--- src/design/ashp_pkg.sv ---
package ashp_pkg;

	// ==================================================
	// frame geometry
	localparam int FRAME_BITS   = 16;
	localparam int CMD_BITS     = 4;
	localparam int CFG_BITS     = 12;
	localparam int RESULT_BITS  = 14;
	localparam int CMD_TOP      = 15;
	localparam int CMD_LOW      = 12;
	localparam logic [4:0] LAST_EDGE = 5'h10;
	localparam logic [4:0] EDGE_ZERO = 5'h00;

	// ==================================================
	// command codes (plain defaults)
	localparam logic [3:0] CMD_CONFIG_LOAD = 4'hA;
	localparam logic [3:0] CMD_QUEUE_READ  = 4'hE;
	localparam logic [3:0] CMD_IDLE        = 4'h0;

	// ==================================================
	// conversion modes
	localparam logic [1:0] MODE_00 = 2'h0;

	typedef enum {ASHP_IDLE, ASHP_ARMED, ASHP_SHIFT, ASHP_DONE} ashp_state_t;

	// command captured at end of frame
	typedef struct packed {
		logic        valid;
		logic [3:0]  command;
		logic [11:0] config_data;
	} ashp_cmd_t;

	// pin group as seen from the device
	typedef struct packed {
		logic sclk;
		logic chipSelectN;
		logic frameStart;
		logic serialIn;
	} ashp_pins_t;

endpackage

--- src/design/ashp_port.sv ---
`timescale 1ns/1ns
// ==================================================
// Notes on behaviour
// - first four input bits form the command
// - strobe start: bit 15 on first fall
// - select start: bit 15 on first fall
// - later input bits sampled on falling edges
// - ignore input after 16 edges or deselect
// - shift edges counted only while selected
// - output released while deselected, driven after select
// - output word sent top bit first
// - strobe start: top bit before first fall
// - select start: top bit before first fall
// - later output bits change on rising edges
// - select/convert frames return previous result
// - frame after a queue read returns the popped queue word
// - output released on sixteenth falling edge
// - output released while converting in modes 1-3
// - strobe low at select: strobe fall starts frame
module ashp_port
	import ashp_pkg::*;
(
	input  wire logic        sys_clk,
	input  wire logic        reset,
	input  wire logic        sclk,
	input  wire logic        chipSelectN,
	input  wire logic        frame_start_strobe,
	input  wire logic        serial_in_line,
	input  wire logic [13:0] resultData,
	input  wire logic [13:0] queueData,
	input  wire logic        converting,
	input  wire logic [1:0]  convMode,
	output logic             serial_out_line,
	output logic             serialOutEnable,
	output ashp_cmd_t        commandOut,
	output logic             queuePop,
	output logic             convClockTick
);

	// ==================================================
	// pin synchronisers
	ashp_pins_t rawPins;
	ashp_pins_t pins;
	assign rawPins = '{sclk: sclk, chipSelectN: chipSelectN,
		frameStart: frame_start_strobe, serialIn: serial_in_line};

	ashp_sync u_sync (
		.sys_clk (sys_clk),
		.reset   (reset),
		.pinsIn  (rawPins),
		.pinsOut (pins)
	);

	// ==================================================
	// edge detect on synchronised copies
	ashp_pins_t  prevPins;
	logic        sclkRise;
	logic        sclkFall;
	logic        csFall;
	logic        csRise;
	logic        fsRise;
	logic        fsFall;

	always_ff @(posedge sys_clk) begin
		if (reset) begin
			prevPins <= 4'h6;
		end else begin
			prevPins <= pins;
		end
	end

	always_comb begin
		sclkRise = pins.sclk & ~prevPins.sclk;
		sclkFall = ~pins.sclk & prevPins.sclk;
		csFall   = ~pins.chipSelectN & prevPins.chipSelectN;
		csRise   = pins.chipSelectN & ~prevPins.chipSelectN;
		fsRise   = pins.frameStart & ~prevPins.frameStart;
		fsFall   = ~pins.frameStart & prevPins.frameStart;
	end

	// ==================================================
	// frame state
	ashp_state_t state;
	ashp_state_t next_state;
	logic [4:0]  edgeCount;
	logic [4:0]  next_edgeCount;
	logic [15:0] inShift;
	logic [15:0] next_inShift;
	logic [15:0] outShift;
	logic [15:0] next_outShift;
	logic        strobeMode;
	logic        next_strobeMode;
	logic        driveOut;
	logic        next_driveOut;
	logic        outBit;
	logic        next_outBit;
	ashp_cmd_t   next_commandOut;
	logic        next_queuePop;
	logic        next_convTick;
	logic        lastQueueRead;
	logic        next_lastQueueRead;
	logic [13:0] queueWord;
	logic [13:0] next_queueWord;
	logic        quietConv;

	function automatic logic [15:0] load_word(input logic [13:0] word);
		load_word = {word, 2'h0};
	endfunction

	// modes other than 00 float the line while converting
	assign quietConv = converting & (convMode != MODE_00);

	always_comb begin
		next_state         = state;
		next_edgeCount     = edgeCount;
		next_inShift       = inShift;
		next_outShift      = outShift;
		next_strobeMode    = strobeMode;
		next_driveOut      = driveOut;
		next_outBit        = outBit;
		next_commandOut    = commandOut;
		next_commandOut.valid = 1'b0;
		next_queuePop      = 1'b0;
		next_lastQueueRead = lastQueueRead;
		next_queueWord     = queueWord;
		// deselected clock still serves as conversion clock
		next_convTick      = sclkFall & pins.chipSelectN;
		case (state)
			ASHP_IDLE: begin
				if (csFall) begin
					next_edgeCount  = EDGE_ZERO;
					next_strobeMode = ~pins.frameStart;
					next_outShift   = lastQueueRead ? load_word(queueWord)
						: load_word(resultData);
					next_driveOut   = 1'b1;
					next_outBit     = next_outShift[CMD_TOP];
					next_state      = pins.frameStart ? ASHP_SHIFT : ASHP_ARMED;
				end
			end
			ASHP_ARMED: begin
				if (fsRise) begin
					next_edgeCount = EDGE_ZERO;
				end
				if (fsFall && strobeMode) begin
					// next falling clock takes bit 15
					next_edgeCount = EDGE_ZERO;
					next_outBit    = outShift[CMD_TOP];
					next_state     = ASHP_SHIFT;
				end
			end
			ASHP_SHIFT: begin
				if (sclkFall) begin
					next_inShift   = {inShift[14:0], pins.serialIn};
					next_edgeCount = edgeCount + 5'h01;
					if (edgeCount + 5'h01 == LAST_EDGE) begin
						next_driveOut = 1'b0;
						next_commandOut.valid       = 1'b1;
						next_commandOut.command     = next_inShift[15:12];
						next_commandOut.config_data = next_inShift[11:0];
						next_lastQueueRead = (next_inShift[15:12] == CMD_QUEUE_READ);
						next_queuePop = (next_inShift[15:12] == CMD_QUEUE_READ);
						// popped word kept, head may move on before the next frame
						next_queueWord = queueData;
						next_state     = ASHP_DONE;
					end
				end else if (sclkRise && edgeCount != EDGE_ZERO) begin
					next_outShift = {outShift[14:0], 1'b0};
					next_outBit   = outShift[14];
				end
			end
			ASHP_DONE: begin
				next_driveOut = 1'b0;
			end
			default: next_state = ASHP_IDLE;
		endcase
		if (csRise) begin
			next_driveOut = 1'b0;
			next_state    = ASHP_IDLE;
		end
		if (pins.chipSelectN) begin
			next_driveOut = 1'b0;
		end
	end

	always_ff @(posedge sys_clk) begin
		if (reset) begin
			state         <= ASHP_IDLE;
			edgeCount     <= EDGE_ZERO;
			inShift       <= 16'h0000;
			outShift      <= 16'h0000;
			strobeMode    <= 1'b0;
			driveOut      <= 1'b0;
			outBit        <= 1'b0;
			commandOut    <= '0;
			queuePop      <= 1'b0;
			lastQueueRead <= 1'b0;
			queueWord     <= 14'h0000;
			convClockTick <= 1'b0;
		end else begin
			state         <= next_state;
			edgeCount     <= next_edgeCount;
			inShift       <= next_inShift;
			outShift      <= next_outShift;
			strobeMode    <= next_strobeMode;
			driveOut      <= next_driveOut;
			outBit        <= next_outBit;
			commandOut    <= next_commandOut;
			queuePop      <= next_queuePop;
			lastQueueRead <= next_lastQueueRead;
			queueWord     <= next_queueWord;
			convClockTick <= next_convTick;
		end
	end

	// ==================================================
	// pin drivers, registered
	always_ff @(posedge sys_clk) begin
		if (reset) begin
			serial_out_line <= 1'b0;
			serialOutEnable <= 1'b0;
		end else begin
			serial_out_line <= next_outBit;
			serialOutEnable <= next_driveOut & ~quietConv;
		end
	end

	// ==================================================
	// checks
	a_hiz_deselect: assert property (@(posedge sys_clk) disable iff (reset)
		pins.chipSelectN |=> !serialOutEnable)
		else $error("output driven while deselected");

	a_edge_limit: assert property (@(posedge sys_clk) disable iff (reset)
		edgeCount <= LAST_EDGE)
		else $error("edge counter past sixteen");

	a_release_last: assert property (@(posedge sys_clk) disable iff (reset)
		(state == ASHP_SHIFT && sclkFall && edgeCount == 5'h0F) |=> ##1 !serialOutEnable)
		else $error("output not released on last edge");

	a_cmd_capture: assert property (@(posedge sys_clk) disable iff (reset)
		commandOut.valid |-> commandOut.command == inShift[15:12])
		else $error("command field mismatch");

	a_select_clear: assert property (@(posedge sys_clk) disable iff (reset)
		(state == ASHP_IDLE && csFall) |=> edgeCount == EDGE_ZERO)
		else $error("counter not cleared on select");

	a_top_first: assert property (@(posedge sys_clk) disable iff (reset)
		(state == ASHP_IDLE && csFall) |=> ##1 serial_out_line == outShift[15])
		else $error("top bit not presented first");

	a_rise_shift: assert property (@(posedge sys_clk) disable iff (reset)
		(state == ASHP_SHIFT && sclkRise && edgeCount != EDGE_ZERO && !csRise)
		|=> outBit == $past(outShift[14]))
		else $error("output bit not advanced on rise");

	a_quiet_conv: assert property (@(posedge sys_clk) disable iff (reset)
		quietConv |=> !serialOutEnable)
		else $error("output driven during conversion");

	a_fall_sample: assert property (@(posedge sys_clk) disable iff (reset)
		(state == ASHP_SHIFT && sclkFall && !csRise)
		|=> inShift[0] == $past(pins.serialIn))
		else $error("input not sampled on fall");

endmodule

--- src/design/ashp_sync.sv ---
`timescale 1ns/1ns
module ashp_sync
	import ashp_pkg::*;
(
	input  wire logic       sys_clk,
	input  wire logic       reset,
	input  wire ashp_pins_t pinsIn,
	output ashp_pins_t      pinsOut
);

	// ==================================================
	// two-stage synchroniser; first stage read only by second
	ashp_pins_t stage1;
	ashp_pins_t next_stage1;
	ashp_pins_t next_pinsOut;

	always_comb begin
		next_stage1  = pinsIn;
		next_pinsOut = stage1;
	end

	// idle bus: clock low, selects and strobe high
	always_ff @(posedge sys_clk) begin
		if (reset) begin
			stage1  <= 4'h6;
			pinsOut <= 4'h6;
		end else begin
			stage1  <= next_stage1;
			pinsOut <= next_pinsOut;
		end
	end

endmodule

--- config.mk ---
export PLATFORM = sky130hd
export DESIGN_NAME = ashp_port
export DESIGN_NICKNAME = d
export VERILOG_FILES = /design/src/design/ashp_pkg.sv /design/src/design/ashp_port.sv /design/src/design/ashp_sync.sv
export SDC_FILE = /design/constraint.sdc
export NUM_CORES = 1
export LEC_CHECK = 0
export BUFFER_PORTS_ARGS = -buffer_cell sky130_fd_sc_hd__buf_2
export CAP_MARGIN = 20
export CORE_ASPECT_RATIO = 1.25
export CORE_UTILIZATION = 45
export DETAILED_ROUTE_END_ITERATION = 7
export PLACE_DENSITY = 0.66
export SLEW_MARGIN = 5
export SYNTH_ARGS = -nofsm -noshare
export SYNTH_HDL_FRONTEND = slang
export SYNTH_SLANG_ARGS = --single-unit
export TNS_END_PERCENT = 10
--- constraint.sdc ---
create_clock -name sys_clk -period 2.3 [get_ports sys_clk]
set_input_delay 0.69 -clock sys_clk [delete_from_list [all_inputs] [get_ports sys_clk]]
set_output_delay 0.69 -clock sys_clk [all_outputs]
set_load 0.02 [all_outputs]
# Word-level counts from Yosys, hierarchy flattened
# Cells that the tools add are included.
# totals
register_bits	117
# classes
bitwise_logic	20
n_addsub	1
n_reduce_logical	17
eq_ne	12
n_mux	28
# ops
op	count
$mux 32	4
$pmux 32 s4	1
$eq 32x2->1 const B	2
$mux 16	4
$eq 32x1->1 const B	1
$logic_not 32->1	1
$pmux 16 s2	1
$mux 5	4
$mux 17	1
$pmux 5 s3	1
$ne 2x2->1 const B	6
$not 1->1	11
$reduce_and 5->1	2
$and 1x1->1	9
$mux 1	9
$reduce_and 4->1	2
$pmux 1 s3	2
$add 5x1->5 const B	1
$eq 5x5->1 const B	1
$reduce_bool 5->1	1
$eq 4x4->1 const B	1
$reduce_and 2->1	2
$reduce_bool 2->1	2
$reduce_or 4->1	1
7 further kinds	8

# Depth between registers and ports, before layout
# Gate-level depths: netlist (run 1).
# logic_depth
depth_word	8
depth_mapped	10
depth_no_buf	7

# By module
# Synthesis (run 1) repeated with hierarchy kept, for this count alone.
# hier_totals
hier_cells	384
hier_area_um2	3529.6
# modules_own_cells
module	area_each_um2	cells_each	n_inst
ashp_port	3319.4	368	1
ashp_sync	210.2	16	1

# Worst setup path after synthesis (run 1)
# Ideal clock, no wire load.
# synth_path
kind	register -> register
startpoint	register state[0]
endpoint	register commandOut[10] in the netlist's numbering
slack_ns	0.358
arrival_ns	1.815
period_less_slack_ns	1.942
required_time_ns	2.172
stages_incl_launch_ff	11
path_cell_list	dfxtp_1 -> inv_1 -> ha_1 -> inv_2 -> or2_0 -> buf_2 -> or3_1 -> buf_6 -> buf_6 -> mux2i_1 -> nor2_1
# synth_via
elab_chain_len	2
# synth_rtl
item	line	rtl
from (decl)	ashp_port.sv:83	ashp_state_t state;
from (signal assigned)	ashp_port.sv:200	state <= next_state;
$eq 32x2->1	ashp_port.sv:128	case (state)
$reduce_and 3->1 (no source line)	-	
to (signal assigned)	ashp_port.sv:207	commandOut <= next_commandOut;
to (decl)	ashp_port.sv:35	output ashp_cmd_t commandOut,
# No other way between the ends.
# A chain may end at the register's enable or synchronous reset.

# Worst setup path in the final report (run 1)
# layout_path
startpoint	register state[0]
endpoint	register lastQueueRead
# layout_via
elab_chain_len	2
# layout_rtl
item	line	rtl
$eq 32x2->1	ashp_port.sv:128	
$reduce_and 3->1 (no source line)	-	
to (signal assigned)	ashp_port.sv:209	lastQueueRead <= next_lastQueueRead;
to (decl)	ashp_port.sv:100	logic lastQueueRead;
# No other way between the ends.

==> flow_metrics.tcl, run 1 <==
set metrics [dict create \
    path_clk_slew_ns 0.07 \
    placed_area_sq_mm 0.00391 \
    grt_pass1_wl_um 11000 \
    ir_drop_mv 0.482 \
    async_flop_share_pct 0 \
    arrival_ns 2.33 \
    cts-root-buf "clkbuf_8" \
    path_max_fanout 27 \
    htreeDepth 3 \
    antenna_found_initial 0 \
    grt_pass1_vias 2567 \
    insertion_delay_ns 0.35 \
    synth_top_cell_area_share_pct 48.0 \
    synth_top_family_by_area "simple AND/OR/NAND/NOR gates" \
    slew_headroom_pct 64.1 \
    antenna_cells 0 \
    ys_top_cells_by_area "dfxtp_1, mux2i_1, nor2_1, nand2_1, a21oi_1" \
    postSynthCellCount 385 \
    cts_made_buffers 9 \
    port_buffers 57 \
    dpl.hpwl_um 4580 \
    period_minus_slack_ns 2.10 \
    utilization_pct 54.4 \
    die_area_sq_mm 0.00824 \
    synthesis.area_sq_mm 0.00354 \
    reg2reg_to "lastQueueRead" \
    synthMuxAreaShare_pct 17.5 \
    synthToLayoutAreaGrowth_pct 14.9 \
    slew_viol_final 0 \
    wl_per_cell_um 12.6 \
    core_sq_mm 0.00749 \
    r2r_cells 8 \
    nets 483 \
    start_util_pct 47.3 \
    setup.worst_path.start "state[0]" \
    track_usage_pct 17.3 \
    criticalPathCategory "reg -> reg" \
    max_cap_violations 0 \
    crit_end "lastQueueRead" \
    synthSimpleGateAreaFrac_pct 18.1 \
    clock-skew-final_ns 0.00977 \
    yosysSeqAreaShare_pct 48.0 \
    cts_tree "done" \
    cp-start-kind "register" \
    timing.final.crit_share_pct 91.4 \
    first_pass_iters 5 \
    gp_congestion 0.781 \
    status "complete, no violations" \
    cts_buffer_depth 2 \
    rsz0062_at_grt "false" \
    design_area_sq_mm 0.00407 \
    synth-main-ff-cell "dfxtp_1" \
    cts_hold_buf 0 \
    fin_setup_tns_ns 0 \
    wirelength_um 6760 \
    syn-mean-instance-area_sq_um 9.20 \
    fp.dieH_um 101 \
    synth_compound_area_share_pct 9.22 \
    fmax_ghz 0.476 \
    ys.warnings.count 0 \
    drc 0 \
    layout-drive-gt1-share_pct 21.0 \
    grt_max_degree 43 \
    vias 2730 \
    vias_per_cell 5.10 \
    power_per_cell_area_mw_per_mm2 775 \
    synth_nets 429 \
    hp-class "reg -> reg" \
    post_cts_resized 0 \
    antenna_left 0 \
    synth_most_common_cell "dfxtp_1" \
    drt_iter0_drc 123 \
    grt-ovfl-total 0 \
    worst_pin_slew_ns 0.533 \
    synth_largest_area_cell "dfxtp_1" \
    r2r-start "state[0]" \
    synth_edf_count 0 \
    die_width_um 81.4 \
    synth_common_cells "dfxtp_1, mux2i_1, nor2_1" \
    finalSetupViolCount 0 \
    cts_setup_buffers 0 \
    synth.distinct_cells 40 \
    io_pins 58 \
    synth-seq-cells 85 \
    cts_num_sinks 85 \
    r2r_setup_slack_ns 0.20 \
    rows 35 \
    endpoint_kind "register" \
    p_leak_nw 1.83 \
    synth-xor-area-share_pct 0 \
    critPathRequiredTime_ns 2.52 \
    synth-adder-area-share_pct 2.47 \
    hold_viol_final 0 \
]
[metrics by stage]
stage	hold WS (ns)	power, mW	std cells	setup slack (ns)
2_1_floorplan	0.389	2.13	385	0.358
3_5_place_dp	0.394	2.28	520	0.211
6_report	0.411	3.15	535	0.199
3_3_place_gp	0.392	2.26	520	0.292
4_1_cts	0.412	3.19	535	0.186
5_1_grt	0.441	3.33	535	0.0497
[registers in the layout (all words and copies together) (netlist names), 2 cells and up]
register             flops
commandOut              17
inShift                 15
outShift                14
queueWord               14
edgeCount                5
u_sync.next_pinsOut      4
u_sync.pinsOut           4
prevPins                 3
state                    2
[layout make-up]
type	count	area, sq um
flip-flops and latches	85	1700
clock inverters	4	23.8
clock buffers	11	141
fillers	697	3420
inverters	10	37.5
multi-input cells	266	1680
repair buffers	67	373
well taps	92	115
[power breakdown]
| group | internal (mW) | switching (mW) | leakage (nW) |
|---|---|---|---|
| registers | 1.58 | 0.0656 | 0.688 |
| clock network | 0.414 | 0.496 | 0.0893 |
| logic | 0.260 | 0.337 | 1.05 |
| total | 2.26 | 0.899 | 1.83 |
[metal layers]
metal	vias up	part of all wire [%]	track usage [%]	routed length, um
met5	-	0	0	0
met4	0	1.9	9.07	130
met3	14	5.3	4.23	360
met2	59	48	29.0	3250
met1	1258	45	20.2	3020
li1	1399	-	-	-
[worst max-delay path, stage by stage, from the launching register on]
cell and delay, ns:
dfxtp_1 0.36, inv_1 0.13, ha_1 0.19, inv_2 0.05, or2_0 0.25, or3_2 0.53, buf_12 0.20, mux2i_1 0.13
nor2b_1 0.12
[how the worst min path moves through the flow]
| stage | from | end | cells after the start |
|---|---|---|---|
| floorplan | u_sync.next_pinsOut[1] | u_sync.pinsOut[1] | 1 |
| global placement | u_sync.next_pinsOut[2] | u_sync.pinsOut[2] | 1 |
| detailed placement | u_sync.next_pinsOut[1] | u_sync.pinsOut[1] | 1 |
| CTS | u_sync.next_pinsOut[1] | u_sync.pinsOut[1] | 1 |
| global route | u_sync.next_pinsOut[1] | u_sync.pinsOut[1] | 1 |
| finish | u_sync.next_pinsOut[1] | u_sync.pinsOut[1] | 1 |
[cells in the final DEF (no fill, tap or decap), types with 2 or more instances in the layout]
cell      instances
o32ai_1           2
o21ai_0          17
nand4b_1          2
buf_4             9
buf_2            57
o31ai_1           2
dfxtp_1          85
nor3_1            2
inv_1             9
nand2_1          50
a21oi_1          24
nand2b_1          2
or3_1             3
mux2i_1          61
clkinv_2          3
a221oi_1          2
clkbuf_8         10
nand3_1           5
nor2_1           55
ha_1              7
nor2b_1           8
or2_2             6
[logic make-up (layout without fill, tap and decap cells)]
logic type / count (synthesis) / count (layout)
buffers and inverters: 34 / 92
AND/OR/NAND/NOR: 142 / 142
AO/OA/AOI/OAI: 55 / 55
multiplexers: 62 / 62
adder cells (fa/ha/maj): 7 / 7
flip-flops: 85 / 85
No activity file was read; power rests on OpenSTA's default activity.
==> inputs of run 2 (changes only) <==
--- a/config.mk
+++ b/config.mk
@@ -7,7 +7,7 @@
 export LEC_CHECK = 0
 export BUFFER_PORTS_ARGS = -buffer_cell sky130_fd_sc_hd__buf_2
 export CAP_MARGIN = 20
-export CORE_ASPECT_RATIO = 1.25
+export CORE_ASPECT_RATIO = 1.4
 export CORE_UTILIZATION = 45
 export DETAILED_ROUTE_END_ITERATION = 7
 export PLACE_DENSITY = 0.66
==> run 2 against run 1 <==
Sequential share of layout area decreased by 0.34 points. Global-route usage rose by 1.0 points. Die area hardly changed. Maximum frequency down 0.33%. Clock skew grew 0.00084 ns. Cell count rose by 1.3%. Sequential power about the same. Critical path type unchanged.
==> flow_metrics.tcl, run 2 (synthesis results as in run 1) <==
set metrics [dict create \
    status "complete, no violations" \
    power_per_cell_area_mw_per_mm2 795 \
    largest_register_ffs 17 \
    final_common_cell "dfxtp_1" \
    p_int_mw 2.34 \
    timing.final.crit_share_pct 91.7 \
    layout-drive-gt1-share_pct 21.3 \
    cts_setup_buffers 0 \
    hp-class "reg -> reg" \
    wl_met1_um 3120 \
    fmax_ghz 0.474 \
    place_inst 527 \
    htreeDepth 3 \
    cts_made_buffers 9 \
    critPathRequiredTime_ns 2.54 \
    dr_wl_met3_um 182 \
    nets 485 \
    insertion_delay_ns 0.35 \
    wl_per_cell_um 12.9 \
    max_cap_violations 0 \
    endpoint_kind "register" \
    path_max_fanout 20 \
    regMostFlops "commandOut" \
    cts_tree "done" \
    gp_congestion 0.806 \
    maxUsedRoutingLayer "met4" \
    finalSetupViolCount 0 \
    cts_num_sinks 85 \
    wirelength_um 7010 \
    cts-root-buf "clkbuf_8" \
    p_leak_nw 1.84 \
    post_cts_resized 0 \
    slew_headroom_pct 63.2 \
    io_pins 58 \
    antenna_left 0 \
    final_cell_mix "dfxtp_1, mux2i_1, buf_2" \
    vias 2716 \
    critPathSlowestCell "or3_2" \
    stdcell_count 542 \
    port_buffers 57 \
    utilization_pct 54.7 \
    die_area_sq_mm 0.00824 \
    vias_per_cell 5.01 \
    clock-skew-final_ns 0.0106 \
    fin_setup_tns_ns 0 \
    slew_viol_final 0 \
    dr_wl_met2_um 3590 \
    cts_hold_buf 0 \
    cp_slowest_stage_delay_ns 0.49 \
    rsz0062_at_grt "false" \
    start_util_pct 47.2 \
    dpl.hpwl_um 4880 \
    total_power_mw 3.26 \
    cp-start-kind "register" \
    grt_pass1_vias 2699 \
    path_clk_slew_ns 0.08 \
    top_regs "commandOut x17, inShift x15" \
    drt_iter0_drc 158 \
    p_comb_share_pct 18.3 \
    netSwitchingPower_uw 922 \
    die_width_um 77.0 \
    fill_cells 739 \
    grt_pass1_wl_um 12000 \
    grt_max_degree 38 \
    fp.dieH_um 107 \
    synthToLayoutAreaGrowth_pct 15.9 \
    switching_share_pct 28.3 \
    antenna_cells 0 \
    hold_viol_final 0 \
    drc 0 \
    ir_drop_mv 0.438 \
    period_minus_slack_ns 2.11 \
    grt-ovfl-total 0 \
    rows 37 \
    cts_buffer_depth 2 \
    clock_power_share_pct 31.2 \
    core_sq_mm 0.00750 \
    path_cells "inv_1, ha_1, inv_2, or2_0, or3_2, buf_4, mux2i_1, nor2b_1" \
    antenna_found_initial 0 \
    first_pass_iters 4 \
    arrival_ns 2.35 \
    worst_pin_slew_ns 0.551 \
    seqPwrFrac_pct 50.5 \
    criticalPathCategory "reg -> reg" \
    track_usage_pct 18.3 \
]
[run 2: critical path: cells and delay by family (launching register included)]
| kind | cells | cell delay, ns |
|---|---|---|
| simple gates | 3 | 0.86 |
| flops | 1 | 0.37 |
| mux | 1 | 0.15 |
| fa+ha+maj | 1 | 0.19 |
| buf+inv | 3 | 0.44 |
[run 2: final cells by class]
class	instances	area [sq um]	area share [%]
tap	97	121	2.96
sequential	85	1700	41.5
multi-input combinational	266	1680	40.9
timing repair buffer	69	375	9.14
clock inverter	5	62.6	1.52
clock buffer	10	128	3.11
inverter	10	37.5	0.914
[run 2: path summary, 6_finish.rpt]
kind | start | end | slack [ns] | cells after the start
worst max-delay path | state[0] | lastQueueRead | 0.19 | 8
worst min-delay path | u_sync.next_pinsOut[2] | u_sync.pinsOut[2] | 0.41 | 1
worst max register to register | state[0] | lastQueueRead | 0.19 | 8
worst min register to register | u_sync.next_pinsOut[2] | u_sync.pinsOut[2] | 0.41 | 1
[run 2: per-layer routing]
layer	up-vias	global-route usage (%)
met5	-	0
met4	0	7.68
met3	12	3.83
met2	42	33.5
met1	1261	20.4
li1	1401	-
[run 2: metrics by stage]
step	hold WS [ns]	setup slack, ns	cell area (sq um)
after floorplan	0.389	0.358	3540
after global placement	0.393	0.268	3920
after global routing	0.431	0.0603	4110
after detailed placement	0.395	0.212	3920
after CTS	0.413	0.179	4110
final	0.412	0.192	4110
[run 2: power groups by stage]
stage | sequential [mW] | combinational, mW | clock, mW
finish | 1.65 | 0.599 | 1.02
global route | 1.66 | 0.666 | 1.12
CTS | 1.65 | 0.602 | 1.05
detailed placement | 1.68 | 0.600 | 0
global placement | 1.67 | 0.589 | 0
floorplan | 1.67 | 0.460 | 0
